`config.mk`:
```
export PLATFORM = sky130hd
export DESIGN_NAME = svdc_top
export DESIGN_NICKNAME = d
export VERILOG_FILES = /design/src/svdc_pkg.sv /design/src/svdc_top.sv
export SDC_FILE = /design/constraint.sdc
export NUM_CORES = 1
export LEC_CHECK = 0
export ABC_CLOCK_PERIOD_IN_PS = 1300
export BUFFER_PORTS_ARGS = -buffer_cell sky130_fd_sc_hd__clkbuf_2
export CORE_MARGIN = 1
export CORE_UTILIZATION = 47
export CTS_CLUSTER_SIZE = 14
export DETAILED_ROUTE_END_ITERATION = 6
export PLACE_DENSITY_LB_ADDON = 0.08
export RECOVER_POWER = 50
export SLEW_MARGIN = 0
export SYNTH_ARGS = -nofsm -noshare
export SYNTH_HDL_FRONTEND = slang
export SYNTH_SLANG_ARGS = --single-unit
```
`constraint.sdc`:
```
create_clock -name CLK -period 1.3 [get_ports CLK]
set_input_delay 0.13 -clock CLK [delete_from_list [all_inputs] [get_ports CLK]]
set_output_delay 0.13 -clock CLK [all_outputs]
set_load 0.005 [all_outputs]
```
`src/svdc_pkg.sv`:
```
`default_nettype none
// ==========================================================================
// shared constants and types
package svdc_pkg;

  // ========================================================================
  // register bus
  localparam int         ADDR_W          = 3;
  localparam int         DATA_W          = 8;
  localparam logic [2:0] ADDR_CTRL       = 3'h0;
  localparam logic [2:0] ADDR_INTCTL     = 3'h1;
  localparam logic [2:0] ADDR_FLAGS      = 3'h2;
  localparam logic [2:0] ADDR_ENABLES    = 3'h3;
  localparam logic [2:0] ADDR_PRIORITY   = 3'h4;

  // ========================================================================
  // field positions
  localparam int         CTRL_DIR_BIT    = 7;
  localparam int         CTRL_UNUSED_BIT = 6;
  localparam int         CTRL_STABLE_BIT = 5;
  localparam int         CTRL_EN_BIT     = 4;
  localparam int         GLOBAL_IE_BIT   = 7;
  localparam int         PERIPH_IE_BIT   = 6;
  localparam int         DET_BIT         = 2;

  // ========================================================================
  // reset values and codes
  localparam logic [7:0] CTRL_RESET      = 8'h05;
  localparam logic [7:0] REG_RESET       = 8'h00;
  localparam logic [3:0] LEVEL_EXTERNAL  = 4'hf;

  // ========================================================================
  // timing
  localparam int         CLK_PERIOD_NS   = 40;
  localparam int         SETTLE_TIME_NS  = 20000;
  localparam int         SETTLE_CYCLES   = (SETTLE_TIME_NS + CLK_PERIOD_NS - 1) / CLK_PERIOD_NS;
  localparam int         SETTLE_CNT_W    = 10;
  localparam logic [9:0] SETTLE_LAST     = 10'(SETTLE_CYCLES - 1);

  // ========================================================================
  // types
  typedef struct packed {
    logic       dir;
    logic       unused;
    logic       stable;
    logic       enable;
    logic [3:0] level;
  } svdc_ctrl_type;

  typedef struct packed {
    logic       enable;
    logic       ext_sel;
    logic [3:0] level;
  } svdc_afe_type;

  typedef enum logic [1:0] {
    SVDC_OFF    = 2'b00,
    SVDC_SETTLE = 2'b01,
    SVDC_READY  = 2'b11
  } svdc_state_type;

endpackage : svdc_pkg
`default_nettype wire

```
`src/svdc_top.sv`:
```
`default_nettype none
module svdc_top
(
  // clock and reset
  input  wire logic                       CLK,
  input  wire logic                       RST,
  // register port
  input  wire logic [svdc_pkg::ADDR_W-1:0] BUS_ADDR,
  input  wire logic [svdc_pkg::DATA_W-1:0] BUS_WDATA,
  input  wire logic                       BUS_WR,
  input  wire logic                       BUS_RD,
  output logic      [svdc_pkg::DATA_W-1:0] BUS_RDATA,
  // analog front end, asynchronous
  input  wire logic                       CMP_AT_OR_ABOVE,
  input  wire logic                       CMP_AT_OR_BELOW,
  input  wire logic                       REF_READY,
  output svdc_pkg::svdc_afe_type          AFE,
  // interrupt
  output logic                            IRQ,
  output logic                            WAKE,
  output logic                            IRQ_HIGH_PRIORITY
);
  import svdc_pkg::*;

  // ========================================================================
  // synchronisers
  logic [2:0]     sync_meta;
  logic [2:0]     sync_out;
  logic           above_s;
  logic           below_s;
  logic           ref_ok_s;

  always_ff @(posedge CLK)
  begin
    if (RST)
    begin
      sync_meta <= 3'h0;
      sync_out  <= 3'h0;
    end
    else
    begin
      sync_meta <= {REF_READY, CMP_AT_OR_BELOW, CMP_AT_OR_ABOVE};
      sync_out  <= sync_meta;
    end
  end

  assign above_s  = sync_out[0];
  assign below_s  = sync_out[1];
  assign ref_ok_s = sync_out[2];

  // ========================================================================
  // registers
  svdc_ctrl_type  ctrl;
  svdc_ctrl_type  next_ctrl;
  logic [1:0]     intctl;
  logic [1:0]     next_intctl;
  logic           flag;
  logic           next_flag;
  logic           det_ie;
  logic           next_det_ie;
  logic           det_ip;
  logic           next_det_ip;
  logic [7:0]     rdata;
  logic [7:0]     next_rdata;
  logic           stable;
  logic           trip;
  logic           wr_ctrl;
  logic           wr_flags;

  assign wr_ctrl  = BUS_WR && (BUS_ADDR == ADDR_CTRL);
  assign wr_flags = BUS_WR && (BUS_ADDR == ADDR_FLAGS);

  // direction picks which comparator side counts
  // both comparator outputs include the equal point
  assign trip = ctrl.dir ? above_s : below_s;

  always_comb
  begin
    next_ctrl    = ctrl;
    next_intctl  = intctl;
    next_det_ie  = det_ie;
    next_det_ip  = det_ip;
    next_rdata   = 8'h00;
    // stable is not writable, bit 6 stays zero
    if (wr_ctrl)
    begin
      next_ctrl.dir    = BUS_WDATA[CTRL_DIR_BIT];
      next_ctrl.enable = BUS_WDATA[CTRL_EN_BIT];
      next_ctrl.level  = BUS_WDATA[3:0];
    end
    next_ctrl.unused = 1'b0;
    next_ctrl.stable = stable;
    if (BUS_WR && (BUS_ADDR == ADDR_INTCTL))
    begin
      next_intctl = {BUS_WDATA[GLOBAL_IE_BIT], BUS_WDATA[PERIPH_IE_BIT]};
    end
    if (BUS_WR && (BUS_ADDR == ADDR_ENABLES))
    begin
      next_det_ie = BUS_WDATA[DET_BIT];
    end
    if (BUS_WR && (BUS_ADDR == ADDR_PRIORITY))
    begin
      next_det_ip = BUS_WDATA[DET_BIT];
    end
    // set wins over a write-one clear
    next_flag = (stable && trip) || (flag && !(wr_flags && BUS_WDATA[DET_BIT]));
    if (BUS_RD)
    begin
      unique case (BUS_ADDR)
        ADDR_CTRL:     next_rdata = ctrl;
        ADDR_INTCTL:   next_rdata = {intctl, 6'h00};
        ADDR_FLAGS:    next_rdata = {5'h00, flag, 2'h0};
        ADDR_ENABLES:  next_rdata = {5'h00, det_ie, 2'h0};
        ADDR_PRIORITY: next_rdata = {5'h00, det_ip, 2'h0};
        default:       next_rdata = 8'h00;
      endcase
    end
  end

  // every register returns to its reset value
  always_ff @(posedge CLK)
  begin
    if (RST)
    begin
      ctrl   <= CTRL_RESET;
      intctl <= 2'h0;
      flag   <= 1'b0;
      det_ie <= 1'b0;
      det_ip <= 1'b0;
      rdata  <= REG_RESET;
    end
    else
    begin
      ctrl   <= next_ctrl;
      intctl <= next_intctl;
      flag   <= next_flag;
      det_ie <= next_det_ie;
      det_ip <= next_det_ip;
      rdata  <= next_rdata;
    end
  end

  // ========================================================================
  // settle sequencer
  svdc_state_type         state;
  svdc_state_type         next_state;
  logic [SETTLE_CNT_W-1:0] settle_cnt;
  logic [SETTLE_CNT_W-1:0] next_settle_cnt;

  // fixed count, then waits for reference ready, independent of software; missed excursions accepted
  always_comb
  begin
    next_state      = state;
    next_settle_cnt = settle_cnt;
    unique case (state)
      SVDC_OFF:
      begin
        next_settle_cnt = '0;
        if (ctrl.enable)
        begin
          next_state = SVDC_SETTLE;
        end
      end
      SVDC_SETTLE:
      begin
        if (settle_cnt != SETTLE_LAST)
        begin
          next_settle_cnt = settle_cnt + 10'h001;
        end
        else if (ref_ok_s)
        begin
          next_state = SVDC_READY;
        end
        if (!ctrl.enable)
        begin
          next_state = SVDC_OFF;
        end
      end
      SVDC_READY:
      begin
        if (!ctrl.enable)
        begin
          next_state = SVDC_OFF;
        end
      end
      default:
      begin
        next_state = SVDC_OFF;
      end
    endcase
  end

  always_ff @(posedge CLK)
  begin
    if (RST)
    begin
      state      <= SVDC_OFF;
      settle_cnt <= '0;
    end
    else
    begin
      state      <= next_state;
      settle_cnt <= next_settle_cnt;
    end
  end

  // stable only in the settled state
  assign stable = (state == SVDC_READY) && ctrl.enable;

  // ========================================================================
  // outputs
  assign BUS_RDATA         = rdata;
  assign AFE.enable        = ctrl.enable;
  // all-ones level selects the external pin
  assign AFE.ext_sel       = (ctrl.level == LEVEL_EXTERNAL);
  assign AFE.level         = ctrl.level;
  // wake needs no global enable, so sleep exits even when masked globally
  assign WAKE              = flag && det_ie;
  // vectoring also needs the global enable
  assign IRQ               = WAKE && intctl[1];
  assign IRQ_HIGH_PRIORITY = IRQ && det_ip;
endmodule : svdc_top
`default_nettype wire

```
* Yosys cells after proc, flatten, opt, wreduce, memory -nomap -nowiden
Index checks and enable logic that the tools add are counted.
Word-level totals: bits of input ports 18, output and inout port bits 17, bits in registers 39, logic and storage cells 59
Cells by class: bitwise gates (word level) 1, $add $sub $neg 1, reduce and logical (&&, ||, !) cells 20, eq/ne operators 13, multiplexer cells 10
Operators by type and width (count):
- $pmux W8 S5 | 1
- $pmux W10 S2 | 1
- $logic_and A1 B1 Y1 | 12
- $add A10 B1 Y10 const B | 1
- $mux W10 | 1
- $mux W2 | 5
- $ne A10 B9 Y1 const B | 1
- $eq A3 B2 Y1 const B | 2
- $ne A2 B2 Y1 const B | 3
- $ne A3 B3 Y1 const B | 2
- $pmux W2 S3 | 1
- $eq A4 B4 Y1 const B | 1
- $reduce_and A4 Y1 | 1
- $eq A3 B1 Y1 const B | 1
- $eq A3 B3 Y1 const B | 1
- $logic_not A3 Y1 | 1
- $eq A2 B1 Y1 const B | 1
- $eq A2 B2 Y1 const B | 1
- $logic_not A2 Y1 | 1
- $reduce_and A2 Y1 | 1
- $reduce_bool A2 Y1 | 1
- $reduce_or A2 Y1 | 1
- $logic_not A1 Y1 | 1
- $logic_or A1 B1 Y1 | 1
- 2 further kinds | 2

* Depth between registers and ports, before layout
Gate-level depths: netlist of run 1.
depth in word-level cells 6, depth in mapped cells 5, depth with buffers taken out 5

* Least setup slack after synthesis of run 1
Ideal clock, no wire load.
path type register -> register, start reg settle_cnt[0], end reg settle_cnt[9], data required time 1226 ps, stages on the path, launching flop included 5, arrival time 1261 ps, path slack -35 ps, period minus slack after synthesis 1335 ps, setup time 74 ps, buffers on the path 0, path through dfxtp_1 -> and3_1 -> nand3_2 -> or4_1 -> a31oi_1
Between the ends: cells in the longest elaborated chain, start to end 3, elaborated cells between the ends (all ways) 6, those cells by class add/sub (1); eq/ne (2); mux (2); reduce/logical (1)
RTL lines:
- from (decl) | RTL line svdc_top.sv:147 | logic [SETTLE_CNT_W-1:0] settle_cnt;
- from (signal assigned) | RTL line svdc_top.sv:203 | settle_cnt <= next_settle_cnt;
- $add A10 B1 Y10 / $ne A10 B9 Y1 (equally long branches) | RTL line svdc_top.sv:168, svdc_top.sv:166
- $mux W10 / $ne A2 B2 Y1 (equally long branches)
- $pmux W10 S2 / $reduce_and A2 Y1 (equally long branches)
Several ways; a longest one is shown, not always the timed one. The select of a mux whose other input is x is not followed. A chain may end at the register's enable or synchronous reset.

* Worst setup path after layout of run 1
start reg settle_cnt[0], end reg settle_cnt[0]
The elaborated chain is that of the path after synthesis.

==> impl_results.rst, run 1 <==
.. list-table::
   :header-rows: 1

   * - Metric
     - Value
   * - Avg Inst Size Synth
     - 9.62 µm²
   * - Skew final
     - 0.0172 ns
   * - Actual slew at the worst max-slew pin
     - 0.544 ns
   * - Die height
     - 60.3 µm
   * - Effective utilization at floorplan
     - 51.0%
   * - Period utilization
     - 106%
   * - Yosys warns
     - 0
   * - Synthesized netlist cell count
     - 166
   * - Vias per std cell
     - 5.17
   * - CTS H-tree lvls
     - 2
   * - Leakage power total
     - 0.000854 µW
   * - Final nets
     - 239
   * - Sequential share of power
     - 60.7%
   * - Overall die area
     - 3630 µm²
   * - Capture instance of the worst register-to-register path
     - settle_cnt[0]
   * - Least setup slack across all paths after layout
     - -0.0770 ns
   * - Path depth of the worst reg2reg path
     - 5
   * - Startpoint class of the critical path
     - register
   * - Internal power
     - 1500 µW
   * - Layout cells sized above 1
     - 39.4%
   * - TritonCTS Sinks
     - 38
   * - Worst hold slack
     - 0.0117 ns
   * - Worst reg2reg path startpoint
     - settle_cnt[0]
   * - Num ports
     - 35
   * - Detailed-router iteration count before antenna repair
     - 4
   * - Maximum resistive drop on vdd
     - 584 µV
   * - Critical path class
     - reg -> reg
   * - Number of antenna violations at the first check in global routing
     - 0
   * - Drt total wl
     - 3.39 mm
   * - Result of the run
     - finished, violations left
   * - Unrepaired setup endpoints after global routing
     - yes
   * - Detailed Route Iter0 Violations
     - 48
   * - Peak fanout along the critical path
     - 6
   * - Seq cells post-synth
     - 38
   * - Area of the core
     - 3130 µm²
   * - Achievable clock frequency
     - 0.726 GHz
   * - Switching power total
     - 457 µW
   * - Clock buffer count from CTS
     - 5
   * - Clock network power share
     - 33.2%
   * - Root buffer cell
     - sky130_fd_sc_hd__clkbuf_4
   * - Pre-CTS setup slack
     - -0.112 ns
   * - Source of the worst hold timing path
     - BUS_RD
   * - Worst Hold Depth
     - 2
   * - Row Count
     - 20
   * - Critical Path Sink Type
     - register
   * - Combinational fraction of design power
     - 6.1%
   * - Hold path endpoint
     - BUS_RDATA[2]
   * - Endpoint arrival time on the critical path
     - 1.65 ns
   * - Worst reg2reg setup slack
     - -0.08 ns
   * - Switching power share of the total
     - 23.3%
   * - Mean routed wirelength per cell
     - 12.8 µm
   * - Clock input transition at the sequential cells of the worst setup and hold paths
     - 0.12 ns
   * - Post-route minimum period
     - 1.38 ns
   * - Total standard cell area after synthesis
     - 1600 µm²
   * - Violations in the final reports
     - setup timing
   * - Placed standard-cell area
     - 1900 µm²
   * - Final design instance area without fill
     - 2070 µm²
   * - Number of global-route vias before repair
     - 1,329
   * - Clock tree from TritonCTS
     - built
   * - Vias
     - 1,371
   * - Worst min path class
     - in -> reg
   * - Post-DP HPWL
     - 2.44 mm
   * - Count of buffers from port buffering
     - 33
   * - Max_cap viols
     - 0
   * - Max-slew headroom
     - 63.2%
   * - Final hold violation count
     - 0
   * - Required time of the critical path
     - 1.57 ns
   * - Drt drc
     - 0
   * - Remaining global-route overflow
     - 0
   * - Antenna cells
     - 0
   * - Distinct cells, synth
     - 41
   * - All-Layer GR Usage
     - 22.4%
   * - Clock latency on the worst-skew pair
     - 0.36 ns
   * - Number of buffers between clock root and the deepest sink
     - 2
   * - Detail Route Antenna Nets
     - 0
   * - Global-route wire length before repair
     - 5.82 mm
   * - Routability Congestion
     - 0.775
   * - Sequential fraction of the synthesis area
     - 47.6%
   * - Layout-stage area growth over the synthesis result
     - 29.8%
   * - Maximum number of pins on one net before global-route repair
     - 14
   * - Core Util, Final
     - 66.2%
   * - Synthesized netlist net count
     - 185
   * - Power per cell area
     - 946 nW/µm²
   * - Final Max Slew Viols
     - 0
   * - Overall die width
     - 60.3 µm
   * - Setup violations, final
     - 7
-- power by group through the flow --
stage,Clock [µW],Combinational (µW),Sequential [µW]
floorplan,0,62.5,1210
global placement,0,110,1210
detailed placement,0,113,1220
CTS,672,124,1190
global route,699,134,1190
finish,652,119,1190
-- synthesized netlist by cell type --
cell type	number	area share [%]
sky130_fd_sc_hd__o21ai_0	3	0.94
sky130_fd_sc_hd__buf_4	5	2.4
sky130_fd_sc_hd__nand2_1	10	2.4
sky130_fd_sc_hd__clkbuf_1	6	1.4
sky130_fd_sc_hd__a21o_1	1	0.47
sky130_fd_sc_hd__and3_1	5	2.0
sky130_fd_sc_hd__buf_2	1	0.31
sky130_fd_sc_hd__a21boi_0	1	0.47
sky130_fd_sc_hd__a41oi_1	1	0.55
sky130_fd_sc_hd__and4_1	1	0.55
sky130_fd_sc_hd__nor4bb_1	1	0.63
sky130_fd_sc_hd__nand3_1	7	2.2
sky130_fd_sc_hd__a31oi_1	3	1.2
sky130_fd_sc_hd__nor2_1	19	4.5
sky130_fd_sc_hd__and4_2	1	0.63
sky130_fd_sc_hd__o211ai_1	2	0.94
sky130_fd_sc_hd__nor2b_1	8	3.1
sky130_fd_sc_hd__and2_1	7	2.7
sky130_fd_sc_hd__a31o_2	1	0.55
sky130_fd_sc_hd__a32o_1	1	0.63
sky130_fd_sc_hd__or4_1	2	0.94
sky130_fd_sc_hd__nand4_1	1	0.39
sky130_fd_sc_hd__mux2i_1	11	6.9
sky130_fd_sc_hd__nor3_2	1	0.63
sky130_fd_sc_hd__nor4_1	1	0.39
sky130_fd_sc_hd__dfxtp_1	38	48
sky130_fd_sc_hd__a211oi_1	1	0.47
sky130_fd_sc_hd__a21oi_1	5	1.6
sky130_fd_sc_hd__inv_1	2	0.47
sky130_fd_sc_hd__a31o_1	1	0.55
sky130_fd_sc_hd__or3_1	2	0.78
sky130_fd_sc_hd__a22oi_1	3	1.4
sky130_fd_sc_hd__nand2b_1	2	0.78
sky130_fd_sc_hd__nor4b_4	1	1.5
sky130_fd_sc_hd__nand4b_1	1	0.55
sky130_fd_sc_hd__ha_1	1	0.78
sky130_fd_sc_hd__nand4bb_1	1	0.71
sky130_fd_sc_hd__nand3_2	1	0.63
sky130_fd_sc_hd__mux2_2	4	2.8
sky130_fd_sc_hd__a21o_2	1	0.55
sky130_fd_sc_hd__nor4b_1	2	1.1
-- cells in the final DEF (no fill, tap or decap), types with 4 or more instances in the layout --
master | Yosys | routed
sky130_fd_sc_hd__nand2_1 | 10 | 10
sky130_fd_sc_hd__clkbuf_2 | 0 | 32
sky130_fd_sc_hd__dfxtp_1 | 38 | 29
sky130_fd_sc_hd__nand3_1 | 7 | 7
sky130_fd_sc_hd__and2_0 | 0 | 4
sky130_fd_sc_hd__nor2b_1 | 8 | 8
sky130_fd_sc_hd__clkbuf_4 | 0 | 5
sky130_fd_sc_hd__mux2i_1 | 11 | 11
sky130_fd_sc_hd__dlygate4sd3_1 | 0 | 4
sky130_fd_sc_hd__and3_1 | 5 | 4
sky130_fd_sc_hd__dfxtp_2 | 0 | 9
sky130_fd_sc_hd__buf_4 | 5 | 20
sky130_fd_sc_hd__nor2_1 | 19 | 19
-- final cells by class --
class                           count  area (µm²)
Tap cell                           44        55.1
Fill cell                         269        1060
Inverter                            2        7.51
Clock buffer                        7        55.1
Clock inverter                      1        5.00
Timing Repair Buffer               59         378
Multi-Input combinational cell    114         800
Sequential cell                    38         772
-- critical path, stage by stage (launching register included) --
cell	delay, ns
sky130_fd_sc_hd__dfxtp_2	0.34
sky130_fd_sc_hd__ha_2	0.19
sky130_fd_sc_hd__nand4bb_1	0.15
sky130_fd_sc_hd__nor3_4	0.08
sky130_fd_sc_hd__or3_1	0.38
sky130_fd_sc_hd__a31oi_1	0.17
-- cells by family after synthesis --
family | Yosys count | share of synthesized area, %
buffers and inverters | 14 | 4.55
muxes | 15 | 9.72
adders and majority gates | 1 | 0.784
and+or+nand+nor | 74 | 27.0
AOI/OAI and AO/OA | 24 | 10.3
DFF | 38 | 47.6
-- timing repair --
action,CTS,global route
hold buffers,4,0
setup buffers,3,1
endpoints found under the setup margin,8,12
endpoints found under the hold margin,4,0
resized for setup,9,12
pin swaps,3,4
-- layer usage --
metal	share of wire, %	GRT usage [%]	vias up
li1	-	-	694
met1	44	24.8	632
met2	50	40.0	35
met3	4.2	4.11	10
met4	2.2	11.6	0
met5	0	0	-
-- registers in the layout (all words and copies together) (netlist names) --
register,flops
ctrl,2
det_ie,1
state,2
settle_cnt,10
flag,1
sync_out,3
sync_meta,3
det_ip,1
BUS_RDATA,8
AFE,5
intctl,2
-- worst max-delay path by stage --
stage	startpoint	end	slack (ns)	cells past startpoint
finish	settle_cnt[0]	settle_cnt[0]	-0.08	5
global route	settle_cnt[0]	settle_cnt[2]	-0.16	5
CTS	settle_cnt[0]	settle_cnt[2]	-0.06	5
detailed placement	settle_cnt[6]	settle_cnt[1]	-0.11	4
global placement	settle_cnt[0]	settle_cnt[1]	-0.04	5
floorplan	settle_cnt[0]	settle_cnt[9]	-0.0005	4
-- metrics by stage --
step / cells / setup TNS, ns / total power [µW]
final: 265 / -0.281 / 1960
after global routing: 265 / -1.07 / 2030
after CTS: 264 / -0.277 / 1980
after detailed placement: 249 / -0.391 / 1330
after global placement: 249 / -0.118 / 1320
after floorplan: 166 / -0.000539 / 1280
Power figures use the tool's default switching activity.
==> inputs of run 2 (changes only) <==
CORE_UTILIZATION = 50   (was 47)
CTS_BUF_LIST = sky130_fd_sc_hd__clkbuf_8   (was default)
PLACE_DENSITY = 0.77   (was default)
PLACE_DENSITY_LB_ADDON = default   (was 0.08)
==> impl_results.rst, run 2 (synthesis results as in run 1) <==
.. list-table::
   :header-rows: 1

   * - Metric
     - Value
   * - Highest-delay cell along the critical path
     - sky130_fd_sc_hd__or4_1
   * - Drt total wl
     - 3.51 mm (+3.7%)
   * - Most flops, register
     - settle_cnt
   * - Peak fanout along the critical path
     - 4 (-2)
   * - Row Count
     - 20 (unchanged)
   * - Detail Route Antenna Nets
     - 0 (unchanged)
   * - Maximum resistive drop on vdd
     - 616 µV (+5.5%)
   * - Number of non-filler instances in the completed layout
     - 258 (-2.6%)
   * - Layout cells sized above 1
     - 35.0% (-4.3 points)
   * - TritonCTS Sinks
     - 38 (unchanged)
   * - Global-route wire length before repair
     - 5.74 mm (-1.4%)
   * - Violations in the final reports
     - setup timing
   * - Result of the run
     - finished, violations left
   * - Detailed-router iteration count before antenna repair
     - 4 (unchanged)
   * - Final hold violation count
     - 0 (unchanged)
   * - Drt drc
     - 0 (unchanged)
   * - Combinational fraction of design power
     - 4.5% (-1.6 points)
   * - CTS H-tree lvls
     - 2 (unchanged)
   * - Total negative slack
     - -0.333 ns (-0.0519 ns)
   * - Detailed Route Iter0 Violations
     - 96 (+100%)
   * - Overall die area
     - 3420 µm² (-5.8%)
   * - Critical Path Sink Type
     - register
   * - Clock input transition at the sequential cells of the worst setup and hold paths
     - 0.07 ns (-0.05 ns)
   * - Worst reg2reg setup slack
     - -0.16 ns (-0.08 ns)
   * - Achievable clock frequency
     - 0.685 GHz (-5.7%)
   * - Worst hold slack
     - 0.0563 ns (+0.0446 ns)
   * - Switching power total
     - 470 µW (+2.9%)
   * - Internal power
     - 2050 µW (+36%)
   * - Required time of the critical path
     - 1.50 ns (-0.07 ns)
   * - Leading cell type in the layout, fill and taps excluded
     - sky130_fd_sc_hd__dfxtp_1
   * - Area of the core
     - 3050 µm² (-2.4%)
   * - Sequential share of power
     - 47.0% (-14 points)
   * - Count of buffers from port buffering
     - 33 (unchanged)
   * - Core Util, Final
     - 68.0% (+1.7 points)
   * - Clock buffer count from CTS
     - 5 (unchanged)
   * - FILL cells
     - 257 (-4.5%)
   * - Endpoint arrival time on the critical path
     - 1.66 ns (about the same)
   * - List of cells traversed by the critical path
     - and3_4, nand3_2, or4_1, a31oi_1
   * - Number of buffers between clock root and the deepest sink
     - 2 (unchanged)
   * - Unrepaired setup endpoints after global routing
     - yes
   * - Num ports
     - 35 (unchanged)
   * - All-Layer GR Usage
     - 22.6% (+0.21 points)
   * - Placed standard-cell area
     - 1890 µm² (-0.66%)
   * - Number of flip-flops in the largest register
     - 10 (unchanged)
   * - Skew final
     - 0.00327 ns (-0.0140 ns)
   * - Flip-flop and latch area
     - 773 µm² (+0.16%)
   * - Period utilization
     - 112% (+6.4 points)
   * - Final Max Slew Viols
     - 0 (unchanged)
   * - Leading cell types in the layout, fill and taps excluded
     - sky130_fd_sc_hd__dfxtp_1, sky130_fd_sc_hd__clkbuf_2, sky130_fd_sc_hd__nor2_1, sky130_fd_sc_hd__buf_4, sky130_fd_sc_hd__mux2i_1
   * - Longest individual stage delay on the worst path
     - 0.49 ns (+0.11 ns)
   * - Setup violations, final
     - 4 (-3)
   * - Area of combinational cells with multiple inputs
     - 796 µm² (-0.47%)
   * - Clock latency on the worst-skew pair
     - 0.29 ns (-0.07 ns)
   * - Switching power share of the total
     - 18.7% (-4.6 points)
   * - Root buffer cell
     - sky130_fd_sc_hd__clkbuf_8
   * - Least setup slack across all paths after layout
     - -0.161 ns (-0.0837 ns)
   * - Clock tree from TritonCTS
     - built
   * - Mean routed wirelength per cell
     - 13.6 µm (+6.5%)
   * - Clock network power share
     - 48.5% (+15 points)
   * - Max_cap viols
     - 0 (unchanged)
   * - Leakage power total
     - 0.000836 µW (-2.1%)
   * - Critical path class
     - reg -> reg
   * - Layout-stage area growth over the synthesis result
     - 29.9%
   * - Effective utilization at floorplan
     - 52.3% (+1.3 points)
   * - Number of global-route vias before repair
     - 1,293 (-2.7%)
   * - Post-DP HPWL
     - 2.45 mm (+0.48%)
   * - Number of antenna violations at the first check in global routing
     - 0 (unchanged)
   * - Vias per std cell
     - 5.33 (+2.9%)
   * - Final nets
     - 232 (-2.9%)
   * - Antenna cells
     - 0 (unchanged)
   * - Final design instance area without fill
     - 2070 µm² (+0.12%)
   * - Cell count after placement
     - 249 (unchanged)
   * - Post-route minimum period
     - 1.46 ns (+0.0837 ns)
   * - Power per cell area
     - 1210 nW/µm² (+28%)
   * - Startpoint class of the critical path
     - register
   * - Max-slew headroom
     - 63.4% (+0.22 points)
   * - Maximum number of pins on one net before global-route repair
     - 13 (-1)
   * - Actual slew at the worst max-slew pin
     - 0.541 ns (-0.00324 ns)
   * - Vias
     - 1,374 (+0.22%)
   * - Remaining global-route overflow
     - 0 (unchanged)
   * - Routability Congestion
     - 0.873 (+13%)
   * - Worst min path class
     - in -> reg
   * - Overall die width
     - 58.5 µm (-2.9%)
   * - Die height
     - 58.5 µm (-2.9%)
## run 2: power by group through the flow
stage                     clock, µW  combinational [µW]  sequential (µW)
final                          1220                 112             1180
after detailed placement          0                 115             1220
after global placement            0                 111             1210
after global routing           1300                 124             1190
after floorplan                   0                62.5             1210
after CTS                      1240                 117             1190
## run 2: repair_timing
item,CTS,global route
buffers inserted,0,1
pin swaps,2,3
setup endpoints to repair,7,11
resized for setup,2,11
hold buffers,0,0
## run 2: final timing paths
path                                      start       endpoint  cells past startpoint
worst min register to register     sync_meta[0]    sync_out[0]                      1
worst max register to register    settle_cnt[0]  settle_cnt[9]                      4
worst min-delay path            CMP_AT_OR_BELOW   sync_meta[1]                      2
worst max-delay path              settle_cnt[0]  settle_cnt[9]                      4
## run 2: final cells by class
cell class / instances / area share (%)
Multi-Input combinational cell: 114 / 38.4
Sequential cell: 38 / 37.3
Timing Repair Buffer: 52 / 14.5
Clock buffer: 6 / 3.98
Clock inverter: 2 / 2.90
Tap cell: 44 / 2.65
Inverter: 2 / 0.362
## run 2: routing by layer
metal	wire length [µm]	track usage, %	up-vias
li1	-	-	675
met1	1550	26.5	647
met2	1740	37.6	37
met3	112	3.96	15
met4	114	15.3	0
met5	0	0	-
## run 2: stage by stage
step | power, µW | worst slack (ns)
final | 2520 | -0.161
after global routing | 2610 | -0.182
after CTS | 2550 | -0.0461
after detailed placement | 1330 | -0.0676
after global placement | 1330 | -0.0440
after floorplan | 1280 | -0.000539
## run 2: worst max-delay path: cells and delay by family, from the launching register on
family / cells / cell delay, ns
AOI/OAI and AO/OA: 1 / 0.23
and+or+nand+nor: 3 / 0.77
DFF: 1 / 0.37
==> inputs of run 3 (changes only) <==
RECOVER_POWER = default   (was 50)
==> impl_results.rst, run 3 (synthesis results as in run 1) <==
.. list-table::
   :header-rows: 1

   * - Metric
     - Value
   * - Result of the run
     - finished, violations left
   * - Violations in the final reports
     - setup timing
   * - Peak fanout along the critical path
     - 4 (unchanged)
   * - Effective utilization at floorplan
     - 52.3% (unchanged)
   * - Worst Hold Depth
     - 2 (unchanged)
   * - Capture instance of the worst register-to-register path
     - settle_cnt[9]
   * - Mean routed wirelength per cell
     - 13.6 µm (-0.23%)
   * - Detailed-router iteration count before antenna repair
     - 4 (unchanged)
   * - Vias per std cell
     - 5.35 (+0.44%)
   * - Hold path endpoint
     - sync_meta[1]
   * - Achievable clock frequency
     - 0.683 GHz (-0.18%)
   * - Antenna cells
     - 0 (unchanged)
   * - Leakage power total
     - 0.000866 µW (+3.5%)
   * - Clock latency on the worst-skew pair
     - 0.29 ns (about the same)
   * - Detailed Route Iter0 Violations
     - 86 (-10%)
   * - Routability Congestion
     - 0.873 (unchanged)
   * - Max-slew headroom
     - 78.7% (+15 points)
   * - Clock input transition at the sequential cells of the worst setup and hold paths
     - 0.07 ns (about the same)
   * - Least setup slack across all paths after layout
     - -0.163 ns (-0.00267 ns)
   * - Drt drc
     - 0 (unchanged)
   * - Drt total wl
     - 3.51 mm (-0.23%)
   * - Number of non-filler instances in the completed layout
     - 258 (unchanged)
   * - Total negative slack
     - -0.330 ns (+0.00227 ns)
   * - Final design instance area without fill
     - 2100 µm² (+1.1%)
   * - Endpoint arrival time on the critical path
     - 1.66 ns (about the same)
   * - Path depth of the worst reg2reg path
     - 4 (unchanged)
   * - Detail Route Antenna Nets
     - 0 (unchanged)
   * - Leading cell type in the layout, fill and taps excluded
     - sky130_fd_sc_hd__clkbuf_2
   * - Number of antenna violations at the first check in global routing
     - 0 (unchanged)
   * - Period utilization
     - 113% (+0.21 points)
   * - Actual slew at the worst max-slew pin
     - 0.316 ns (-0.226 ns)
   * - Worst hold slack
     - 0.0569 ns (+0.000609 ns)
   * - Number of global-route vias before repair
     - 1,293 (unchanged)
   * - TritonCTS Sinks
     - 38 (unchanged)
   * - Root buffer cell
     - sky130_fd_sc_hd__clkbuf_8
   * - Clock buffer count from CTS
     - 5 (unchanged)
   * - Overall die width
     - 58.5 µm (unchanged)
   * - Cell count after placement
     - 249 (unchanged)
   * - Post-DP HPWL
     - 2.45 mm (unchanged)
   * - Unrepaired setup endpoints after global routing
     - yes
   * - Overall die area
     - 3420 µm² (unchanged)
   * - Number of flip-flops in the largest register
     - 10 (unchanged)
   * - Source of the worst hold timing path
     - CMP_AT_OR_BELOW
   * - Worst reg2reg setup slack
     - -0.16 ns (about the same)
   * - Maximum number of pins on one net before global-route repair
     - 13 (unchanged)
   * - Placed standard-cell area
     - 1890 µm² (unchanged)
   * - Final Max Slew Viols
     - 0 (unchanged)
   * - Num ports
     - 35 (unchanged)
   * - Required time of the critical path
     - 1.50 ns (about the same)
   * - Met2 Resource Use GR
     - 37.6% (unchanged)
   * - Worst min path class
     - in -> reg
   * - Startpoint class of the critical path
     - register
   * - Final nets
     - 232 (unchanged)
   * - Global-route wire length before repair
     - 5.74 mm (unchanged)
   * - Most flops, register
     - settle_cnt
   * - Number of buffers between clock root and the deepest sink
     - 2 (unchanged)
   * - Layout cells sized above 1
     - 38.3% (+3.3 points)
   * - Maximum resistive drop on vdd
     - 616 µV (about the same)
   * - Power per cell area
     - 1200 nW/µm² (-0.93%)
   * - All-Layer GR Usage
     - 22.6% (unchanged)
   * - Clock tree from TritonCTS
     - built
   * - Max_cap viols
     - 0 (unchanged)
   * - Layout-stage area growth over the synthesis result
     - 31.3%
   * - GR Util met3
     - 3.96% (unchanged)
   * - Met1 demand-to-capacity share in global routing
     - 26.5% (unchanged)
   * - Final hold violation count
     - 0 (unchanged)
   * - Critical Path Sink Type
     - register
   * - CTS H-tree lvls
     - 2 (unchanged)
   * - Overall Power
     - 2520 µW (+0.15%)
   * - Worst reg2reg path startpoint
     - settle_cnt[0]
   * - Skew final
     - 0.00309 ns (-0.000181 ns)
   * - Row Count
     - 20 (unchanged)
   * - Setup violations, final
     - 4 (unchanged)
   * - Post-route minimum period
     - 1.46 ns (+0.00267 ns)
   * - Count of buffers from port buffering
     - 33 (unchanged)
   * - Die height
     - 58.5 µm (unchanged)
   * - Number of buffers inserted for hold repair after clock tree synthesis
     - 0 (unchanged)
   * - GRT busiest layer
     - met2
   * - Critical path class
     - reg -> reg
   * - Leading cell types in the layout, fill and taps excluded
     - sky130_fd_sc_hd__clkbuf_2, sky130_fd_sc_hd__dfxtp_1, sky130_fd_sc_hd__nor2_1, sky130_fd_sc_hd__buf_4, sky130_fd_sc_hd__mux2i_1
   * - Area of the core
     - 3050 µm² (unchanged)
   * - Remaining global-route overflow
     - 0 (unchanged)
   * - Vias
     - 1,380 (+0.44%)
run 3: changes by cell type in the layout (fill, tap and decap cells not counted):
cell / delta
sky130_fd_sc_hd__clkbuf_1: -6
sky130_fd_sc_hd__clkbuf_2: +6
sky130_fd_sc_hd__and2_0: -3
sky130_fd_sc_hd__and2_1: +3
sky130_fd_sc_hd__nor4b_1: -1
sky130_fd_sc_hd__nor4b_4: +1
run 3: layout make-up:
type / instances / area [µm²]
Fill cell: 252 / 956
Multi-Input combinational cell: 114 / 811
Sequential cell: 38 / 773
Timing Repair Buffer: 52 / 308
Clock buffer: 6 / 82.6
Clock inverter: 2 / 60.1
Tap cell: 44 / 55.1
Inverter: 2 / 7.51
run 3: stage by stage:
step	utilization [%]	setup slack (ns)
floorplan	-	-0.000539
global placement	62.0	-0.0440
detailed placement	62.0	-0.0676
CTS	66.8	-0.0461
global route	68.7	-0.182
finish	68.7	-0.163
run 3: critical path, cell delays in order, from the launching register on:
cell                      delay [ns]
sky130_fd_sc_hd__dfxtp_4        0.37
sky130_fd_sc_hd__and3_4         0.18
sky130_fd_sc_hd__nand3_2        0.10
sky130_fd_sc_hd__or4_1          0.49
sky130_fd_sc_hd__a31oi_1        0.23
run 3: layer usage:
metal / share of wire, % / vias up
met5: 0 / -
met4: 3.1 / 0
met3: 2.8 / 15
met2: 50 / 33
met1: 44 / 654
li1: - / 678
run 3: timing repair:
item	4_1_cts	5_1_grt
setup buffers	0	1
gates resized for setup	2	11
endpoints found under the setup margin	7	11
pin swaps	2	3
run 3: worst max-delay path by stage:
stage | slack, ns | startpoint | cells after the start | end
6_report | -0.16 | settle_cnt[0] | 4 | settle_cnt[9]
5_1_grt | -0.18 | settle_cnt[0] | 4 | settle_cnt[9]
4_1_cts | -0.05 | settle_cnt[0] | 4 | settle_cnt[7]
3_5_place_dp | -0.07 | settle_cnt[1] | 4 | settle_cnt[7]
3_3_place_gp | -0.04 | settle_cnt[1] | 5 | settle_cnt[1]
2_1_floorplan | -0.0005 | settle_cnt[0] | 4 | settle_cnt[9]
run 3: report_power, final:
group          internal [µW]  switching, µW  total [µW]
clock                    818            401        1220
sequential              1180           8.13        1180
combinational           56.0           61.6         118
total                   2050            471        2520
